## src/rtl/wsf_pkg.sv

```systemverilog
// Purpose: constants shared by the wheel speed frame encoder
// Assumes: 250 MHz core clock, current levels coded on two bits
// Notes: timing counts derive from times in their own units
//
// Notes on behaviour
// - Data bit 1 flags gap measurement invalid; 1 after power on.
// - Data bit 3 is direction validity, 1 valid, 0 invalid.
// - Data bits 5..7 carry gap value 0..7, bit 5 least significant.
// - Data bit 8 makes total frame parity even.
// - Below normal speed limit every frame sends all nine data bits.
// - Frame: half bit low, one bit pulse, half bit low, data bits.
// - A due speed pulse shortens the frame by dropping trailing data bits.
// - Bits sent fall with frequency, nine down to none; follows from timing.
// - A data bit once begun is always finished in full.
// - Dropped data bits are replaced by the low current level.
// - No increment within standstill timeout starts standstill frames.
// - Standstill frames repeat every 150 ms nominal.
// - Standstill frame speed pulse uses middle level, not high.
// - Several standstill frames may pass between two slow speed pulses.
// - New increment ends running standstill frame; speed pulse has priority.
// - Cut only between data bits; at least half bit low before pulse.
// - Standstill frames send direction 0 and direction validity 0.
// - Five standstill frames reset direction; valid again at third pulse.
// - Standstill sends invalid measurement and gap 0; five frames reset both; code resets only the invalid flag, gap value passes through.
// - After reset measurement stays invalid until two field extremes found.
// - Alarm sent 0 in standstill frames, reset to 0 after five.
// - After reset alarm stays 0 until two new extremes found.
// - Data bits Manchester coded low/middle, edge at bit midpoint.
package wsf_pkg;
  // ----------------------------------------
  // Line current levels
  // ----------------------------------------
  localparam logic [1:0] LEVEL_LOW = 2'h0;
  localparam logic [1:0] LEVEL_MID = 2'h1;
  localparam logic [1:0] LEVEL_HIGH = 2'h2;

  // ----------------------------------------
  // Data bit positions
  // ----------------------------------------
  localparam int BIT_ALARM = 0;
  localparam int BIT_MEAS_INVALID = 1;
  localparam int BIT_UNUSED = 2;
  localparam int BIT_DIR_VALID = 3;
  localparam int BIT_DIR = 4;
  localparam int BIT_GAP_LSB = 5;
  localparam int BIT_GAP_MSB = 7;
  localparam int BIT_PARITY = 8;
  localparam logic [3:0] LAST_BIT = 4'h8;

  // ----------------------------------------
  // Standstill bookkeeping
  // ----------------------------------------
  localparam logic [2:0] SS_RESET_FRAMES = 3'h5;
  localparam logic [1:0] EXTREMES_NEEDED = 2'h2;
  localparam logic [1:0] PULSES_FOR_DIR = 2'h3;

  // ----------------------------------------
  // Timing
  // ----------------------------------------
  localparam int CLK_MHZ = 250;
  localparam int BIT_PERIOD_NS = 50000;
  localparam int SS_PERIOD_MS = 150;
  localparam int TSTOP_MS = 150;
  localparam int HALF_BIT_CYCLES = BIT_PERIOD_NS * CLK_MHZ / 2000;
  localparam int SS_PERIOD_CYCLES = SS_PERIOD_MS * CLK_MHZ * 1000;
  localparam int TSTOP_CYCLES = TSTOP_MS * CLK_MHZ * 1000;
endpackage

```

## src/rtl/frame_timing_if.sv

```systemverilog
// Purpose: timing handshake between framer and its timers
// Assumes: single clock domain
// Notes: pulses are one cycle wide
interface frame_timing_if;
  logic restart;
  logic half_tick;
  logic motion_seen;
  logic standstill_due;

  modport framer (output restart, output motion_seen, input half_tick,
                  input standstill_due);
  modport bit_timer (input restart, output half_tick);
  modport ss_timer (input motion_seen, output standstill_due);
endinterface

```

## src/rtl/half_bit_timer.sv

```systemverilog
// Purpose: half bit period tick for the frame sequencer
// Assumes: restart aligns the first tick one half bit later
// Notes: free running between restarts
module half_bit_timer #(
  parameter int HALF_CYCLES = wsf_pkg::HALF_BIT_CYCLES
) (
  input wire logic clock,
  input wire logic nrst,
  frame_timing_if.bit_timer tif
);
  typedef struct packed {
    logic [31:0] cnt;
    logic tick;
  } state_type;

  state_type st_r;
  state_type st_nxt;

  always_comb
  begin
    st_nxt = st_r;
    st_nxt.tick = 1'b0;
    if (tif.restart || st_r.cnt == 32'(HALF_CYCLES - 1))
    begin
      st_nxt.cnt = 32'h0;
      st_nxt.tick = !tif.restart;
    end
    else
    begin
      st_nxt.cnt = st_r.cnt + 32'h1;
    end
  end

  always_ff @(posedge clock)
  begin
    if (!nrst)
      st_r <= '0;
    else
      st_r <= st_nxt;
  end

  assign tif.half_tick = st_r.tick;
endmodule

```

## src/rtl/standstill_timer.sv

```systemverilog
// Purpose: standstill timeout and repeat period
// Assumes: motion_seen pulses on every speed increment
// Notes: first due after the timeout, then once per repeat period
module standstill_timer #(
  parameter int TSTOP = wsf_pkg::TSTOP_CYCLES,
  parameter int PERIOD = wsf_pkg::SS_PERIOD_CYCLES
) (
  input wire logic clock,
  input wire logic nrst,
  frame_timing_if.ss_timer tif
);
  typedef struct packed {
    logic [31:0] cnt;
    logic first;
    logic due;
  } state_type;

  state_type st_r;
  state_type st_nxt;
  logic [31:0] limit;

  always_comb
  begin
    limit = st_r.first ? 32'(TSTOP - 1) : 32'(PERIOD - 1);
    st_nxt = st_r;
    st_nxt.due = 1'b0;
    if (tif.motion_seen)
    begin
      st_nxt.cnt = 32'h0;
      st_nxt.first = 1'b1;
    end
    else if (st_r.cnt >= limit)
    begin
      st_nxt.cnt = 32'h0;
      st_nxt.first = 1'b0;
      st_nxt.due = 1'b1;
    end
    else
    begin
      st_nxt.cnt = st_r.cnt + 32'h1;
    end
  end

  always_ff @(posedge clock)
  begin
    if (!nrst)
      st_r <= '{cnt: 32'h0, first: 1'b1, due: 1'b0};
    else
      st_r <= st_nxt;
  end

  assign tif.standstill_due = st_r.due;
endmodule

```

## src/rtl/wheel_speed_frame_encoder.sv

```systemverilog
// Purpose: builds and sends speed and standstill frames on the current line
// Assumes: signal path inputs come from logic on the same clock
// Notes: frame shortening falls out of timing; no frequency is measured
module wheel_speed_frame_encoder #(
  parameter int HALF_BIT_CYCLES = wsf_pkg::HALF_BIT_CYCLES,
  parameter int TSTOP_CYCLES = wsf_pkg::TSTOP_CYCLES,
  parameter int SS_PERIOD_CYCLES = wsf_pkg::SS_PERIOD_CYCLES
) (
  input wire logic clock,
  input wire logic nrst,
  input wire logic speed_increment,
  input wire logic rotation_dir_in,
  input wire logic direction_valid_in,
  input wire logic [2:0] gap_value_in,
  input wire logic gap_invalid_in,
  input wire logic air_gap_alarm_in,
  input wire logic extreme_found,
  output logic [1:0] current_level,
  output logic frame_busy,
  output logic standstill_frame,
  output logic direction_reset
);
  // ----------------------------------------
  // Types and state
  // ----------------------------------------
  typedef enum logic [4:0] {
    PH_IDLE = 5'h01,
    PH_START = 5'h02,
    PH_PULSE = 5'h04,
    PH_GAP = 5'h08,
    PH_DATA = 5'h10
  } phase_type;

  typedef struct packed {
    phase_type phase;
    logic second_half;
    logic [3:0] bit_idx;
    logic [8:0] word;
    logic ss_frame;
    logic speed_pending;
    logic ss_pending;
    logic [2:0] ss_run;
    logic [1:0] extremes;
    logic [1:0] pulses_after;
    logic after_reset;
    logic [1:0] level;
    logic dir_reset;
    logic busy;
    logic ss_out;
  } state_type;

  state_type st_r;
  state_type st_nxt;
  frame_timing_if tif ();

  logic [8:0] speed_word;
  logic [8:0] standstill_word;
  logic [7:0] speed_body;
  logic meas_hold;
  logic dir_hold;
  logic [1:0] pulses_next;

  // ----------------------------------------
  // Timers
  // ----------------------------------------
  half_bit_timer #(
    .HALF_CYCLES(HALF_BIT_CYCLES)
  ) u_half_bit_timer (
    .clock(clock),
    .nrst(nrst),
    .tif(tif.bit_timer)
  );

  standstill_timer #(
    .TSTOP(TSTOP_CYCLES),
    .PERIOD(SS_PERIOD_CYCLES)
  ) u_standstill_timer (
    .clock(clock),
    .nrst(nrst),
    .tif(tif.ss_timer)
  );

  assign tif.motion_seen = speed_increment;

  // ----------------------------------------
  // Frame contents
  // ----------------------------------------
  // Counters saturate so the gates hold until the next standstill reset
  assign pulses_next = (st_r.pulses_after == wsf_pkg::PULSES_FOR_DIR) ?
                       st_r.pulses_after : st_r.pulses_after + 2'h1;
  assign meas_hold = st_r.after_reset && (st_r.extremes < wsf_pkg::EXTREMES_NEEDED);
  assign dir_hold = st_r.after_reset && (pulses_next < wsf_pkg::PULSES_FOR_DIR);

  always_comb
  begin
    speed_body = 8'h0;
    // Alarm and validity wait for two extremes after a reset
    speed_body[wsf_pkg::BIT_ALARM] = air_gap_alarm_in && !meas_hold;
    speed_body[wsf_pkg::BIT_MEAS_INVALID] = gap_invalid_in || meas_hold;
    speed_body[wsf_pkg::BIT_UNUSED] = 1'b0;
    speed_body[wsf_pkg::BIT_DIR_VALID] = direction_valid_in && !dir_hold;
    speed_body[wsf_pkg::BIT_DIR] = rotation_dir_in && !dir_hold;
    speed_body[wsf_pkg::BIT_GAP_MSB:wsf_pkg::BIT_GAP_LSB] = gap_value_in;
    speed_word = {^speed_body, speed_body};
  end

  always_comb
  begin
    standstill_word = 9'h0;
    standstill_word[wsf_pkg::BIT_MEAS_INVALID] = 1'b1;
    standstill_word[wsf_pkg::BIT_PARITY] = 1'b1;
  end

  // ----------------------------------------
  // Sequencer
  // ----------------------------------------
  always_comb
  begin
    st_nxt = st_r;
    st_nxt.dir_reset = 1'b0;
    tif.restart = 1'b0;

    if (speed_increment)
      st_nxt.speed_pending = 1'b1;
    if (tif.standstill_due)
      st_nxt.ss_pending = 1'b1;
    if (extreme_found && st_r.extremes != wsf_pkg::EXTREMES_NEEDED)
      st_nxt.extremes = st_r.extremes + 2'h1;

    case (st_r.phase)
      PH_IDLE:
      begin
        st_nxt.level = wsf_pkg::LEVEL_LOW;
        if (st_r.speed_pending || st_r.ss_pending)
        begin
          tif.restart = 1'b1;
          st_nxt.phase = PH_START;
          // Flag must not carry over from the last frame into this start
          st_nxt.ss_frame = !st_r.speed_pending;
        end
      end
      PH_START:
      begin
        if (tif.half_tick)
        begin
          st_nxt.phase = PH_PULSE;
          st_nxt.second_half = 1'b0;
          st_nxt.ss_frame = !st_r.speed_pending;
          st_nxt.bit_idx = 4'h0;
          if (st_r.speed_pending)
          begin
            // Speed wins over a standstill frame waiting at the same time
            st_nxt.speed_pending = speed_increment;
            st_nxt.ss_pending = tif.standstill_due;
            st_nxt.word = speed_word;
            st_nxt.level = wsf_pkg::LEVEL_HIGH;
            st_nxt.ss_run = 3'h0;
            st_nxt.pulses_after = pulses_next;
            if (!meas_hold && !dir_hold)
              st_nxt.after_reset = 1'b0;
          end
          else
          begin
            st_nxt.ss_pending = tif.standstill_due;
            st_nxt.word = standstill_word;
            st_nxt.level = wsf_pkg::LEVEL_MID;
            if (st_r.ss_run != wsf_pkg::SS_RESET_FRAMES)
              st_nxt.ss_run = st_r.ss_run + 3'h1;
            if (st_r.ss_run == wsf_pkg::SS_RESET_FRAMES - 3'h1)
            begin
              // Fifth standstill frame in a row resets the signal path state
              st_nxt.dir_reset = 1'b1;
              st_nxt.after_reset = 1'b1;
              st_nxt.extremes = 2'h0;
              st_nxt.pulses_after = 2'h0;
            end
          end
        end
      end
      PH_PULSE:
      begin
        if (tif.half_tick)
        begin
          st_nxt.second_half = !st_r.second_half;
          if (st_r.second_half)
          begin
            st_nxt.phase = PH_GAP;
            st_nxt.level = wsf_pkg::LEVEL_LOW;
          end
        end
      end
      PH_GAP:
      begin
        if (tif.half_tick)
        begin
          if (st_r.speed_pending)
          begin
            // Gap already gave half a bit low; start adds another
            st_nxt.phase = PH_START;
            st_nxt.level = wsf_pkg::LEVEL_LOW;
            st_nxt.ss_frame = 1'b0;
          end
          else
          begin
            st_nxt.phase = PH_DATA;
            st_nxt.second_half = 1'b0;
            // Zero runs low then middle, one runs middle then low
            st_nxt.level = st_r.word[0] ? wsf_pkg::LEVEL_MID : wsf_pkg::LEVEL_LOW;
          end
        end
      end
      PH_DATA:
      begin
        if (tif.half_tick)
        begin
          if (!st_r.second_half)
          begin
            // Mid bit edge
            st_nxt.second_half = 1'b1;
            st_nxt.level = st_r.word[st_r.bit_idx] ?
                           wsf_pkg::LEVEL_LOW : wsf_pkg::LEVEL_MID;
          end
          else if (st_r.speed_pending)
          begin
            // Bit finished; drop the rest and go for the pulse
            st_nxt.phase = PH_START;
            st_nxt.level = wsf_pkg::LEVEL_LOW;
            st_nxt.ss_frame = 1'b0;
          end
          else if (st_r.bit_idx == wsf_pkg::LAST_BIT)
          begin
            st_nxt.phase = PH_IDLE;
            st_nxt.level = wsf_pkg::LEVEL_LOW;
          end
          else
          begin
            st_nxt.bit_idx = st_r.bit_idx + 4'h1;
            st_nxt.second_half = 1'b0;
            st_nxt.level = st_r.word[st_r.bit_idx + 4'h1] ?
                           wsf_pkg::LEVEL_MID : wsf_pkg::LEVEL_LOW;
          end
        end
      end
      default:
      begin
        st_nxt.phase = PH_IDLE;
        st_nxt.level = wsf_pkg::LEVEL_LOW;
      end
    endcase

    st_nxt.busy = st_nxt.phase != PH_IDLE;
    st_nxt.ss_out = st_nxt.ss_frame && st_nxt.phase != PH_IDLE;
  end

  // ----------------------------------------
  // State register
  // ----------------------------------------
  // Power on state: measurement invalid until two extremes
  always_ff @(posedge clock)
  begin
    if (!nrst)
    begin
      st_r <= '0;
      st_r.phase <= PH_IDLE;
      st_r.after_reset <= 1'b1;
    end
    else
    begin
      st_r <= st_nxt;
    end
  end

  // ----------------------------------------
  // Outputs
  // ----------------------------------------
  assign current_level = st_r.level;
  assign direction_reset = st_r.dir_reset;
  assign frame_busy = st_r.busy;
  assign standstill_frame = st_r.ss_out;
endmodule

```

## config.mk

```make
export PLATFORM = sky130hd
export DESIGN_NAME = wheel_speed_frame_encoder
export DESIGN_NICKNAME = d
export VERILOG_FILES = /design/src/rtl/wsf_pkg.sv /design/src/rtl/frame_timing_if.sv /design/src/rtl/half_bit_timer.sv /design/src/rtl/standstill_timer.sv /design/src/rtl/wheel_speed_frame_encoder.sv
export SDC_FILE = /design/constraint.sdc
export NUM_CORES = 1
export LEC_CHECK = 0
export BUFFER_PORTS_ARGS = -buffer_cell sky130_fd_sc_hd__buf_2
export CORE_UTILIZATION = 47
export CTS_BUF_LIST = sky130_fd_sc_hd__clkbuf_4
export DETAILED_ROUTE_END_ITERATION = 8
export PLACE_DENSITY = 0.6
export SLEW_MARGIN = 15
export SYNTH_ARGS = -nofsm -noshare
export SYNTH_HDL_FRONTEND = slang
export SYNTH_HIERARCHICAL = 1
export SYNTH_SLANG_ARGS = --single-unit
```

## constraint.sdc

```tcl
create_clock -name clock -period 2.5 [get_ports clock]
set_input_delay 0.25 -clock clock [delete_from_list [all_inputs] [get_ports clock]]
set_output_delay 0.25 -clock clock [all_outputs]
set_load 0.01 [all_outputs]
```

==> flow_summary_export.csv <==
group,metric,value,unit
outcome,status,"completed",
synth,ys_seq_area_frac,0.3806,
placed_design,portBuffers,15,
power_and_ir_drop,total_power,2.619,mW
min_path,hp-class,"input port to flip-flop",
finish,seq_area,0.002002,sq mm
sta,fin_tns_setup,0,ps
synth,avgSynthCellArea,8.336,sq um
sta,layout_worst_path_cycle_share,0.9222,
finish,area.growth.synth_to_final,5.495,%
min_path,hp-start,"air_gap_alarm_in",
finish,diodes,0,
detailed_routing,routed-via-count,4508,
clock_tree,cts.sink_count,100,
detailed_routing,totalWireLength,10970,um
clock_tree,clock_latency,470,ps
setup_path,end_kind,"flip-flop",
setup_path,start_kind,"flip-flop",
synth,synth_seq_cells,100,
floorplanning,start_util,0.4831,
finish,layout-drive-gt1-share,0.09733,
power_and_ir_drop,vdd_ir_drop_max,0.0003456,V
synth,synth_top_area_cell,"dfxtp_1",
finish,mostFrequentLayoutCells,"dfxtp_1 (100), nand2_1 (52), nor2_1 (45)",
grt,grt_max_degree,30,
placed_design,place.gp.congestion,0.8261,
placed_design,dpl.cell_count,758,
sta,finalCriticalPeriod,2306,ps
floorplanning,coreArea,0.01089,sq mm
finish,stdcell_area,0.005549,sq mm
synth,async_flop_share,0,
clock_tree,cts_setup_buffers,0,
grt,grt_usage,0.2034,
detailed_routing,firstDrtPassIters,5,
clock_tree,cts_tree,"built",
setup_path,arrival,2650,ps
placed_design,place_area,0.005393,sq mm
sta,slew_violations,0,
floorplanning,die_area,0.01162,sq mm
detailed_routing,drt.antenna.violating_nets,0,
finish,fin_cells,777,
setup_path,reg2reg_from,"st_r[25]",
clock_tree,clkSlewWorstSetupHoldPaths,160,ps
detailed_routing,drc,0,
sta,worstMarginPinSlew,816.7,ps
detailed_routing,wl_met3,382,um
setup_path,critPathKind,"flip-flop to flip-flop",
clock_tree,cts_buffer_depth,2,
detailed_routing,highest_layer,"met4",
sta,hold_violations,0,
synth,synth_cell_types,70,
floorplanning,die_h,107.8,um
grt,overflow,0,
grt,antenna_found_initial,0,
sta,setup_viol,0,
sta,slew-limit-headroom,0.4535,
setup_path,crit_start,"st_r[25]",
power_and_ir_drop,p_per_area,472.0,mW/mm^2
finish,layout_commonest_cell,"dfxtp_1",
placed_design,hpwl,7619,um
detailed_routing,drt-initial-drc-count,295,
synth,synthCells,631,
setup_path,crit_family,"flip-flops",
synth,ys.flop_type,"dfxtp_1",
setup_path,path_cells,"inv_1, ha_1, mux4_2, nand2_1, a31oi_1, nor4_1, o41ai_2",
synth,ys_warn_count,6,
detailed_routing,vias_per_cell,5.802,
finish,fillCellCount,1023,
clock_tree,ctsHtreeMaxLevel,3,
job,maxCapViolations,0,
grt,grt_pass1_vias,4139,
finish,finalNetCount,652,
setup_path,slowest_stage,"dfxtp_1",
synth,synth-edff-count,0,
detailed_routing,routedWlPerCell,14.11,um
min_path,whs_path_depth,3,
grt,grt_pass1_wl,19020,um
synth,synth.top_cell.area_share,0.3806,
setup_path,cp_num_buf_inv,1,
setup_path,r2r_cells,7,
clock_tree,cts_inserted_buffers,9,
floorplanning,rows,38,
finish,final_util,0.5097,
sta,fin_skew,15.07,ps
detailed_routing,met2_length,5135,um
setup_path,crit_path_max_incr_delay,530,ps
setup_path,crit_cells,7,
setup_path,required,2840,ps
floorplanning,die_w,107.8,um
detailed_routing,met1_length,5358,um
sta,rsz0062_at_grt,"no",
synth,yosys-top-cells-area,"dfxtp_1 (38%), a21oi_1 (4.2%), nand2_1 (3.7%)",
synth,synth_area,0.005260,sq mm
setup_path,critPathMaxFanout,9,
power_and_ir_drop,leakage,1.757,nW
finish,multi_input_area,0.002979,sq mm
floorplanning,io_pins,16,
clock_tree,cts_root_buffer,"clkbuf_4",
sta,max_freq,0.4337,GHz
-- synthesized netlist by cell type, types with 13 or more instances --
library cell / instances
a211oi_1: 15
a21oi_1: 44
buf_2: 16
clkbuf_1: 20
dfxtp_1: 100
inv_1: 27
nand2_1: 52
nand3_1: 31
nand4_1: 26
nor2_1: 45
nor3_1: 27
nor4_1: 14
o21ai_0: 30
o31ai_1: 17
or3_1: 13
or4_1: 20
xnor2_1: 17
xor2_1: 16
-- logic make-up after synthesis --
logic type	Yosys count	synth area share
multiplexers	9	0.01951
flip-flops	100	0.3806
XOR/XNOR	33	0.05495
buffers and inverters	69	0.05875
AND/OR/NAND/NOR	270	0.2866
AO/OA/AOI/OAI	140	0.1775
adder cells (fa/ha/maj)	9	0.02141
other	1	0.0007129
-- stage by stage --
stage	hold slack (ps)	setup WS, ps
after detailed placement	449.6	167.6
after floorplan	311.9	417.9
after global routing	4.722	28.53
after global placement	442.5	225.1
after CTS	10.51	149.5
final	50.56	194.4
-- registers in the layout, summed over array words and instances, names as in the netlist --
register                               cells
u_standstill_timer/st_r                   32
u_standstill_timer/tif.standstill_due      1
u_half_bit_timer/tif.half_tick             1
direction_reset                            1
u_half_bit_timer/st_r                     32
st_r                                      29
standstill_frame                           1
frame_busy                                 1
current_level                              2
-- worst register-to-register path, stage by stage (launching register included) --
cell	delay (ps)
dfxtp_1	530
inv_1	160
ha_1	410
mux4_2	520
nand2_1	80
a31oi_1	90
nor4_1	290
o41ai_2	100
-- area by class of cell --
cell class / count / share of cell area
flip-flops and latches: 100 / 0.3608
inverters: 27 / 0.01826
clock buffers: 9 / 0.01218
multi-input cells: 467 / 0.5369
repair buffers: 27 / 0.03112
well taps: 140 / 0.03157
clock inverters: 7 / 0.009245
-- layer usage --
layer  up-vias  track usage
met1      2130       0.2627
met3         7      0.05266
met2        65       0.3379
met4         0      0.04697
met5         -            0
li1       2306            -
-- worst paths after layout --
| check | end | slack (ps) |
|---|---|---|
| setup / recovery | current_level[0] | 190 |
| hold / removal | st_r[16] | 50 |
| setup reg to reg | current_level[0] | 190 |
| hold reg to reg | u_standstill_timer/st_r[2] | 480 |
-- power breakdown --
part           total, mW  switching, mW  internal, mW
Clock              0.770          0.560         0.210
Sequential          1.65         0.0260          1.62
Combinational      0.201          0.125        0.0763
Total               2.62          0.711          1.91
-- what timing repair did --
action / CTS / global route
gates resized for setup: 0 / 0
hold endpoints to repair: 3 / 0
hold buffers: 3 / 0
No activity file was read; power rests on OpenSTA's default activity.
